## src/verilog/fbg_consts.svh

```systemverilog
/*
  Register indices, reset values and bus decode constants for the four
  bank general-purpose I/O block.
  Assumes: included by its bare name; byte address = 4 * index.
*/
`ifndef FBG_CONSTS_SVH
`define FBG_CONSTS_SVH

// register indices
`define FBG_IDX_ACT 8'h30
`define FBG_IDX_B5_DIR 8'hE0
`define FBG_IDX_B5_DATA 8'hE1
`define FBG_IDX_B5_INV 8'hE2
`define FBG_IDX_B2_DIR 8'hE3
`define FBG_IDX_B2_DATA 8'hE4
`define FBG_IDX_B2_INV 8'hE5
`define FBG_IDX_B2_STAT 8'hE6
`define FBG_IDX_B3_STAT 8'hE7
`define FBG_IDX_B4_STAT 8'hE8
`define FBG_IDX_B5_STAT 8'hE9
`define FBG_IDX_B3_DIR 8'hF0
`define FBG_IDX_B3_DATA 8'hF1
`define FBG_IDX_B3_INV 8'hF2
`define FBG_IDX_B4_DIR 8'hF4
`define FBG_IDX_B4_DATA 8'hF5
`define FBG_IDX_B4_INV 8'hF6

// bank numbers inside the block
`define FBG_BANK2 2'h0
`define FBG_BANK3 2'h1
`define FBG_BANK4 2'h2
`define FBG_BANK5 2'h3

// reset values
`define FBG_ACT_RST 4'h0
`define FBG_DIR_RST 8'hFF
`define FBG_DATA_RST 8'h00
`define FBG_INV_RST 8'h00
`define FBG_STAT_RST 8'h00

// bus decode
`define FBG_HSIZE_WORD 3'h2

`endif

```

## src/verilog/fbg_pkg.sv

```systemverilog
/*
  Types shared by the four bank general-purpose I/O block.
  Assumes: nothing beyond a SystemVerilog compiler.
*/
package fbg_pkg;

  typedef enum {BUS_IDLE, BUS_WR, BUS_RD1, BUS_RD2} fbg_bus_state_t;

  typedef enum logic [2:0] {KIND_NONE, KIND_ACT, KIND_DIR, KIND_DATA, KIND_INV,
    KIND_STAT} fbg_kind_t;

  typedef struct packed {
    fbg_kind_t kind;
    logic [1:0] bank;
  } fbg_dec_t;

endpackage : fbg_pkg
```

## src/verilog/fbg_gpio.sv

```systemverilog
/*
  Four 8-bit general-purpose I/O banks (two, three, four, five) with
  direction, data, inversion and read-clear edge status registers, reached
  over an AHB-Lite slave port.
  Assumes: single clock clk_sys at 100 MHz, asynchronous active-high rst,
  one AHB-Lite master, word transfers only, pins arrive asynchronously.
*/
// The AHB-Lite slave port is this design's own decision.
`timescale 1ns/100ps
`include "fbg_consts.svh"

module fbg_gpio #(
  parameter int BANK_W = 8
) (
  input wire logic clk_sys,
  input wire logic rst,
  input wire logic hsel,
  input wire logic [31:0] haddr,
  input wire logic [1:0] htrans,
  input wire logic hwrite,
  input wire logic [2:0] hsize,
  input wire logic [31:0] hwdata,
  input wire logic hready,
  output logic hreadyout,
  output logic hresp,
  output logic [31:0] hrdata,
  input wire logic [BANK_W-1:0] bankTwoPinsIn,
  output logic [BANK_W-1:0] bankTwoPinsOut,
  output logic [BANK_W-1:0] bankTwoPinsOe,
  input wire logic [BANK_W-1:0] bankThreePinsIn,
  output logic [BANK_W-1:0] bankThreePinsOut,
  output logic [BANK_W-1:0] bankThreePinsOe,
  input wire logic [BANK_W-1:0] bankFourPinsIn,
  output logic [BANK_W-1:0] bankFourPinsOut,
  output logic [BANK_W-1:0] bankFourPinsOe,
  input wire logic [BANK_W-1:0] bankFivePinsIn,
  output logic [BANK_W-1:0] bankFivePinsOut,
  output logic [BANK_W-1:0] bankFivePinsOe
);

  // bank registers are one byte wide; other widths would break the map
  if (BANK_W != 8) begin : g_bad_width
    $error("fbg_gpio: BANK_W must be 8");
  end

  function automatic fbg_pkg::fbg_dec_t mkDec(input fbg_pkg::fbg_kind_t kind,
                                             input logic [1:0] bank);
    fbg_pkg::fbg_dec_t d;
    d.kind = kind;
    d.bank = bank;
    return d;
  endfunction : mkDec

  function automatic fbg_pkg::fbg_dec_t decodeIdx(input logic [7:0] idx);
    fbg_pkg::fbg_dec_t d;
    d = mkDec(fbg_pkg::KIND_NONE, `FBG_BANK2);
    case (idx)
      `FBG_IDX_ACT: d = mkDec(fbg_pkg::KIND_ACT, `FBG_BANK2);
      `FBG_IDX_B5_DIR: d = mkDec(fbg_pkg::KIND_DIR, `FBG_BANK5);
      `FBG_IDX_B5_DATA: d = mkDec(fbg_pkg::KIND_DATA, `FBG_BANK5);
      `FBG_IDX_B5_INV: d = mkDec(fbg_pkg::KIND_INV, `FBG_BANK5);
      `FBG_IDX_B2_DIR: d = mkDec(fbg_pkg::KIND_DIR, `FBG_BANK2);
      `FBG_IDX_B2_DATA: d = mkDec(fbg_pkg::KIND_DATA, `FBG_BANK2);
      `FBG_IDX_B2_INV: d = mkDec(fbg_pkg::KIND_INV, `FBG_BANK2);
      `FBG_IDX_B2_STAT: d = mkDec(fbg_pkg::KIND_STAT, `FBG_BANK2);
      `FBG_IDX_B3_STAT: d = mkDec(fbg_pkg::KIND_STAT, `FBG_BANK3);
      `FBG_IDX_B4_STAT: d = mkDec(fbg_pkg::KIND_STAT, `FBG_BANK4);
      `FBG_IDX_B5_STAT: d = mkDec(fbg_pkg::KIND_STAT, `FBG_BANK5);
      `FBG_IDX_B3_DIR: d = mkDec(fbg_pkg::KIND_DIR, `FBG_BANK3);
      `FBG_IDX_B3_DATA: d = mkDec(fbg_pkg::KIND_DATA, `FBG_BANK3);
      `FBG_IDX_B3_INV: d = mkDec(fbg_pkg::KIND_INV, `FBG_BANK3);
      `FBG_IDX_B4_DIR: d = mkDec(fbg_pkg::KIND_DIR, `FBG_BANK4);
      `FBG_IDX_B4_DATA: d = mkDec(fbg_pkg::KIND_DATA, `FBG_BANK4);
      `FBG_IDX_B4_INV: d = mkDec(fbg_pkg::KIND_INV, `FBG_BANK4);
      default: d = mkDec(fbg_pkg::KIND_NONE, `FBG_BANK2);
    endcase
    return d;
  endfunction : decodeIdx

  // bus state
  fbg_pkg::fbg_bus_state_t busState;
  fbg_pkg::fbg_bus_state_t next_busState;
  logic [7:0] addrIdx;
  logic [7:0] next_addrIdx;
  logic addrOk;
  logic next_addrOk;
  logic [31:0] next_hrdata;
  logic accept;
  logic mapped;
  fbg_pkg::fbg_dec_t dec;
  logic [BANK_W-1:0] rdVal;

  // configuration state
  logic [3:0] actReg;
  logic [3:0] next_actReg;
  logic [3:0][BANK_W-1:0] dirReg;
  logic [3:0][BANK_W-1:0] next_dirReg;
  logic [3:0][BANK_W-1:0] dataReg;
  logic [3:0][BANK_W-1:0] next_dataReg;
  logic [3:0][BANK_W-1:0] invReg;
  logic [3:0][BANK_W-1:0] next_invReg;
  logic [3:0][BANK_W-1:0] pinOut;
  logic [3:0][BANK_W-1:0] next_pinOut;
  logic [3:0][BANK_W-1:0] pinOe;
  logic [3:0][BANK_W-1:0] next_pinOe;

  // pin sampling and events
  logic [3:0][BANK_W-1:0] pinIn;
  logic [3:0][BANK_W-1:0] syncMeta;
  logic [3:0][BANK_W-1:0] syncPin;
  logic [3:0][BANK_W-1:0] prevPin;
  logic [3:0][BANK_W-1:0] next_syncMeta;
  logic [3:0][BANK_W-1:0] next_syncPin;
  logic [3:0][BANK_W-1:0] next_prevPin;
  logic [3:0][BANK_W-1:0] edgeHit;
  logic [3:0][BANK_W-1:0] statClr;
  logic [3:0][BANK_W-1:0] statReg;
  logic [3:0][BANK_W-1:0] next_statReg;

  assign pinIn[0] = bankTwoPinsIn;
  assign pinIn[1] = bankThreePinsIn;
  assign pinIn[2] = bankFourPinsIn;
  assign pinIn[3] = bankFivePinsIn;
  assign bankTwoPinsOut = pinOut[0];
  assign bankThreePinsOut = pinOut[1];
  assign bankFourPinsOut = pinOut[2];
  assign bankFivePinsOut = pinOut[3];
  assign bankTwoPinsOe = pinOe[0];
  assign bankThreePinsOe = pinOe[1];
  assign bankFourPinsOe = pinOe[2];
  assign bankFivePinsOe = pinOe[3];

  // reads take one wait state so that hrdata comes from a flop
  assign hreadyout = (busState != fbg_pkg::BUS_RD1);
  assign hresp = 1'b0;
  assign accept = hsel && htrans[1] && hready;
  // word accesses inside the 1 KiB window only; anything else is ignored
  assign mapped = (haddr[31:10] == 22'h000000) && (haddr[1:0] == 2'h0)
                  && (hsize == `FBG_HSIZE_WORD);
  assign dec = addrOk ? decodeIdx(addrIdx) : mkDec(fbg_pkg::KIND_NONE, `FBG_BANK2);

  always_comb begin
    case (dec.kind)
      fbg_pkg::KIND_ACT: rdVal = {4'h0, actReg};
      fbg_pkg::KIND_DIR: rdVal = dirReg[dec.bank];
      // output bits show the register, input bits the sampled pin through inversion
      fbg_pkg::KIND_DATA: rdVal = (dataReg[dec.bank] & ~dirReg[dec.bank])
        | ((syncPin[dec.bank] ^ invReg[dec.bank]) & dirReg[dec.bank]);
      fbg_pkg::KIND_INV: rdVal = invReg[dec.bank];
      fbg_pkg::KIND_STAT: rdVal = statReg[dec.bank];
      default: rdVal = 8'h00;
    endcase
  end

  always_comb begin
    next_busState = busState;
    next_addrIdx = addrIdx;
    next_addrOk = addrOk;
    next_hrdata = hrdata;
    case (busState)
      fbg_pkg::BUS_RD1: begin
        next_hrdata = {24'h000000, rdVal};
        next_busState = fbg_pkg::BUS_RD2;
      end
      default: begin
        if (accept) begin
          next_addrIdx = haddr[9:2];
          next_addrOk = mapped;
          next_busState = hwrite ? fbg_pkg::BUS_WR : fbg_pkg::BUS_RD1;
        end else begin
          next_busState = fbg_pkg::BUS_IDLE;
        end
      end
    endcase
  end

  always_ff @(posedge clk_sys or posedge rst) begin
    if (rst) begin
      busState <= fbg_pkg::BUS_IDLE;
      addrIdx <= 8'h00;
      addrOk <= 1'b0;
      hrdata <= 32'h00000000;
    end else begin
      busState <= next_busState;
      addrIdx <= next_addrIdx;
      addrOk <= next_addrOk;
      hrdata <= next_hrdata;
    end
  end

  always_comb begin
    next_actReg = actReg;
    next_dirReg = dirReg;
    next_dataReg = dataReg;
    next_invReg = invReg;
    if (busState == fbg_pkg::BUS_WR) begin
      case (dec.kind)
        fbg_pkg::KIND_ACT: next_actReg = hwdata[3:0];
        fbg_pkg::KIND_DIR: next_dirReg[dec.bank] = hwdata[7:0];
        fbg_pkg::KIND_DATA: next_dataReg[dec.bank] = (dataReg[dec.bank] & dirReg[dec.bank])
          | (hwdata[7:0] & ~dirReg[dec.bank]);
        fbg_pkg::KIND_INV: next_invReg[dec.bank] = hwdata[7:0];
        default: next_actReg = actReg;
      endcase
    end
    for (int b = 0; b < 4; b++) begin
      // pin flops load together with the registers: no extra latency
      next_pinOut[b] = next_dataReg[b] ^ next_invReg[b];
      next_pinOe[b] = ~next_dirReg[b] & {BANK_W{next_actReg[b]}};
    end
  end

  always_ff @(posedge clk_sys or posedge rst) begin
    if (rst) begin
      actReg <= `FBG_ACT_RST;
      dirReg <= {4{`FBG_DIR_RST}};
      dataReg <= {4{`FBG_DATA_RST}};
      invReg <= {4{`FBG_INV_RST}};
      pinOut <= {4{8'h00}};
      pinOe <= {4{8'h00}};
    end else begin
      actReg <= next_actReg;
      dirReg <= next_dirReg;
      dataReg <= next_dataReg;
      invReg <= next_invReg;
      pinOut <= next_pinOut;
      pinOe <= next_pinOe;
    end
  end

  always_comb begin
    next_syncMeta = pinIn;
    next_syncPin = syncMeta;
    next_prevPin = syncPin;
    for (int b = 0; b < 4; b++) begin
      // inactive banks record no events; also hides the reset-time step
      edgeHit[b] = (syncPin[b] ^ prevPin[b]) & {BANK_W{actReg[b]}};
      statClr[b] = (busState == fbg_pkg::BUS_RD1 && dec.kind == fbg_pkg::KIND_STAT
                    && dec.bank == 2'(b)) ? 8'hFF : 8'h00;
      // set after clear, so an edge during the read survives
      next_statReg[b] = (statReg[b] & ~statClr[b]) | edgeHit[b];
    end
  end

  always_ff @(posedge clk_sys or posedge rst) begin
    if (rst) begin
      syncMeta <= {4{8'h00}};
      syncPin <= {4{8'h00}};
      prevPin <= {4{8'h00}};
      statReg <= {4{`FBG_STAT_RST}};
    end else begin
      syncMeta <= next_syncMeta;
      syncPin <= next_syncPin;
      prevPin <= next_prevPin;
      statReg <= next_statReg;
    end
  end
endmodule : fbg_gpio

```

## config.mk

```make
export PLATFORM = sky130hd
export DESIGN_NAME = fbg_gpio
export DESIGN_NICKNAME = d
export VERILOG_FILES = /design/src/verilog/fbg_pkg.sv /design/src/verilog/fbg_gpio.sv
export VERILOG_INCLUDE_DIRS = /design/src /design/src/verilog
export SDC_FILE = /design/constraint.sdc
export NUM_CORES = 1
export LEC_CHECK = 0
export ABC_AREA = 1
export BUFFER_PORTS_ARGS = -buffer_cell sky130_fd_sc_hd__buf_2
export CAP_MARGIN = 20
export CORE_UTILIZATION = 45
export DETAILED_ROUTE_END_ITERATION = 7
export PLACE_DENSITY = 0.71
export SLEW_MARGIN = 20
export SYNTH_ARGS = -nofsm -noshare
export SYNTH_HDL_FRONTEND = slang
export SYNTH_SLANG_ARGS = --single-unit
```

## constraint.sdc

```tcl
create_clock -name clk_sys -period 12.6 [get_ports clk_sys]
set_input_delay 1.26 -clock clk_sys [delete_from_list [all_inputs] [get_ports clk_sys]]
set_output_delay 1.26 -clock clk_sys [all_outputs]
set_load 0.02 [all_outputs]
```

[Word level (Yosys, flattened, before mapping)]
Index checks and enable logic that the tools add are counted.
Storage, ports and cells
  output and inout bits: 98
  logic and storage cells: 161
  flip-flop bits (word level): 341
  input port bits: 106
Cells by class
  bitwise logic cells: 41
  reduce and logical (&&, ||, !) cells: 14
  eq/ne operators: 30
  muxes and demuxes: 33
  magnitude comparators: 2
Operator list (number)
  32-bit 2-to-1 mux: 6
  8-bit bitwise AND: 16
  8-bit equality test, second input constant: 16
  32-bit bitwise mux: 3
  5-bit case mux with 17 select lines: 1
  8-bit binary-select mux with 2-bit select: 5
  8-bit 2-to-1 mux: 10
  8-bit inverter: 9
  8-bit bitwise XOR: 9
  32-bit by 2-bit equality test with 1-bit output, second input constant: 2
  8-bit bitwise OR: 6
  8-bit case mux with 5 select lines: 1
  32-bit by 3-bit equality test with 1-bit output, second input constant: 1
  32-bit by 3-bit inequality test with 1-bit output, second input constant: 1
  22-bit zero test: 1
  8-bit demux with 2-bit select: 1
  1-bit logical AND: 10
  3-bit by 2-bit equality test with 1-bit output, second input constant: 3
  8-bit by 6-bit equality test with 1-bit output, second input constant: 1
  4-bit 2-to-1 mux: 2
  3-bit equality test, second input constant: 2
  2-bit 2-to-1 mux: 3
  5-bit 2-to-1 mux: 1
  2-bit equality test, second input constant: 2
  7 further kinds: 8

[Longest topological paths before layout]
  depth after elaboration: 12
  mapped depth: 18
  mapped depth without buffers: 17

[Worst setup path after synthesis]
No wires, ideal clock.
  path type: flip-flop to output port
  from: register busState[0]
  to: output hreadyout
  buffers on the path: 2
  arrival: 1110 ps
  cell stages (with the launch flop): 5
  slack: 10230 ps
  path through: dfrtp_1 > nor2_1 > clkbuf_1 > inv_1 > clkbuf_1
Between the ends
  cells in the longest elaborated chain, start to end: 1
Ends and longest elaborated chain
  start, declared: RTL line fbg_gpio.sv:81  | fbg_pkg::fbg_bus_state_t busState;
  start signal, assigned: RTL line fbg_gpio.sv:179  | busState <= fbg_pkg::BUS_IDLE;
  start signal, assigned: RTL line fbg_gpio.sv:184  | busState <= next_busState;
  32-bit by 3-bit inequality test with 1-bit output: RTL line fbg_gpio.sv:134  | assign hreadyout = (busState != fbg_pkg::BUS_RD1);
  end, declared: RTL line fbg_gpio.sv:24  | output logic hreadyout,
Every way passes these cells.

==> metrics.yaml <==
power_and_ir_drop:
  p_seq_share_pct: 44.9
  power.density_nw_per_um2: 148
  pwr-share-clk_pct: 45.5
  pwr-share-comb_pct: 9.6
  internal_power_mw: 1.84
  p_leak_nw: 9.05
  switching_share_pct: 24.9
  ir_drop_mv: 0.123
  p_sw_mw: 0.612
die:
  placementRows: 65
  die_area_um2: 32800
  die_y_um: 181
  start_util_pct: 45.7
  die_x_um: 181
  core-area_um2: 31600
  pin_count: 204
synthesis:
  yosys-top-cells-count: "652 x nand2_1, 279 x dfrtp_1, 150 x nand3_1, 141 x inv_1, 85 x nor2_1"
  syn_inst: 1728
  synthesis.area_um2: 14400
  ys_types: 36
  yosys.area.top_type: "dfrtp_1"
  avgSynthCellArea_um2: 8.35
  synthFlopType: "dfrtp_1"
  synth-edff-count: 0
  synth_most_common_cell: "nand2_1"
  ys_seq_area_share_pct: 54.2
  yosys_warnings: 0
  synth-seq-cells: 311
  async_flop_share_pct: 100
  yosysTopAreaCellShare_pct: 48.4
  synthTopCellsByArea: "dfrtp_1 48%, nand2_1 17%, dfstp_2 5.8%, nand3_1 5.2%, inv_1 3.7%"
layout:
  drive_gt1_share_pct: 18.4
  n_antenna_cell: 0
  design_area_um2: 16600
  final_util_pct: 52.7
  final_nets: 1974
  stdcell_count: 2295
  synthToLayoutAreaGrowth_pct: 15.3
place:
  io_buffers: 153
  place_congestion: 0.931
  place_inst: 2234
  dpl.hpwl_mm: 29.2
  place_area_um2: 15400
clock_tree:
  holdBufCountCts: 0
  cts_tree: "yes"
  clock_sinks: 311
  htreeDepth: 2
  cts_setup_buffers: 0
  cts_made_buffers: 34
  clock_latency_ns: 0.52
  cts.path.max_buffers: 3
  clockRootBuffer: "clkbuf_16"
  post_cts_resized: 0
  clk_pin_slew_ns: 0.06
setup_path:
  crit_path_end_kind: "register"
  cp_max_fo: 76
  start_kind: "register"
  crit_family: "simple AND/OR/NAND/NOR gates"
  critPathArrivalTime_ns: 4.29
  r2r_start: "addrIdx[2]$_DFFE_PP0P_"
  cpMostUsedCell: "nand2_1"
  path_class: "register to register"
  slowest_stage: "nand2_4"
  crit_start: "addrIdx[2]$_DFFE_PP0P_"
  cp_cell_sequence: "nor2_1, nand2_1, inv_2, nand2_4, nand4_4, nand2_4, nor2_8, inv_2, nor2_4, nand2_1, inv_2, nand3_1, nand2_1, nand2_1, nand2_1"
  worstPathRequired_ns: 13.04
  timing.critical_path.buf_inv: 3
  cp_slowest_stage_delay_ns: 0.57
global_routing:
  grt.overflow.total: 0
  antenna_found_initial: 0
  grt_pass1_wl_mm: 65.8
  first_global_vias: 11700
  grt_max_degree: 120
  grt_usage_pct: 26.4
route:
  drtPass1Iterations: 6
  drtIter0Drc: 1087
  num_vias: 12000
  routedWlPerCell_um: 18.5
  postRouteAntennaNets: 0
  drt_wl_total_mm: 42.4
  viasPerCell: 5.23
  drc: 0
sta:
  slew_viol_final: 0
  rsz0062_at_grt: "false"
  timing.fmax_ghz: 0.260
  fin_hold_ws_ns: 0.341
  fin_crit_sh_pct: 30.6
  slew_headroom_pct: 33.5
  hold_viol_final: 0
  worst_slew_pin_slew_ns: 0.994
  finalSetupTns_ns: 0
  min_period_ns: 3.85
  setup_viol: 0
  finClkSkew_ns: 0.0251
status:
  status: "completed"
hold_path:
  hp-class: "register to register"
  hp-start: "next_syncPin[12]$_DFF_PP0_"
flow_run:
  drv_cap: 0
metrics by stage:
stage / power [mW] / worst slack (ns)
2_1_floorplan: 1.28 / 2.79
3_3_place_gp: 1.34 / 8.85
3_5_place_dp: 1.35 / 8.82
4_1_cts: 2.47 / 8.83
5_1_grt: 2.55 / 8.50
6_report: 2.45 / 8.75
cells by family after synthesis:
| kind of cell | synth area share (%) |
|---|---|
| xor+xnor | 1.94 |
| flops | 54.2 |
| other cells | 0.0260 |
| compound gates | 6.30 |
| buf+inv | 7.96 |
| simple gates | 29.5 |
sequential cells by signal, indices dropped and copies added, names as in the netlist, 32 cells and up:
name,cells
dataReg,32
dirReg,32
invReg,32
next_prevPin,32
next_syncPin,32
prevPin,32
statReg,32
metal layers:
layer / wire (um) / global-route usage, %
met1: 18500 / 37.1
met2: 18700 / 40.0
met3: 3430 / 4.74
met4: 1790 / 11.8
met5: 0 / 0
placed cells by master, fill, tap and decap left out, drive strengths merged:
cell type	count
a21o	1
inv	173
dfstp	32
nor3	2
nand3	153
a21oi	14
xnor2	32
nand4	18
nand3b	13
clkinv	8
nor3b	1
and3	1
nor4	6
conb	25
clkinvlp	4
dfrtp	279
o22ai	24
clkbuf	45
o21ai	119
nand2	671
buf	158
o21bai	1
nor2	106
bufinv	7
power groups by stage:
stage / Combinational, mW / Clock (mW) / Sequential, mW
CTS: 0.233 / 1.13 / 1.10
finish: 0.235 / 1.12 / 1.10
global placement: 0.225 / 0 / 1.12
detailed placement: 0.231 / 0 / 1.12
floorplan: 0.163 / 0 / 1.11
global route: 0.263 / 1.17 / 1.11
area by class of cell:
class                           count  area, um^2
Sequential cell                   311        7820
Timing Repair Buffer              158         803
Multi-Input combinational cell   1187        5560
Fill cell                        2944       14900
Tap cell                          402         503
Inverter                          176         668
Clock buffer                       45        1010
Clock inverter                     16         273
path summary, 6_finish.rpt:
kind                                                      to  slack, ns  cells past startpoint
worst max-delay path            bankFourPinsOut[7]$_DFF_PP0_       8.75                     15
max in group asynchronous                invReg[7]$_DFF_PP0_       9.53                      4
worst max register to register  bankFourPinsOut[7]$_DFF_PP0_       8.75                     15
worst min-delay path              next_prevPin[12]$_DFF_PP0_       0.34                      0
min in group asynchronous             addrIdx[5]$_DFFE_PP0P_       0.89                      2
worst min register to register    next_prevPin[12]$_DFF_PP0_       0.34                      0
Note: power is estimated with default switching activity, not from simulation.
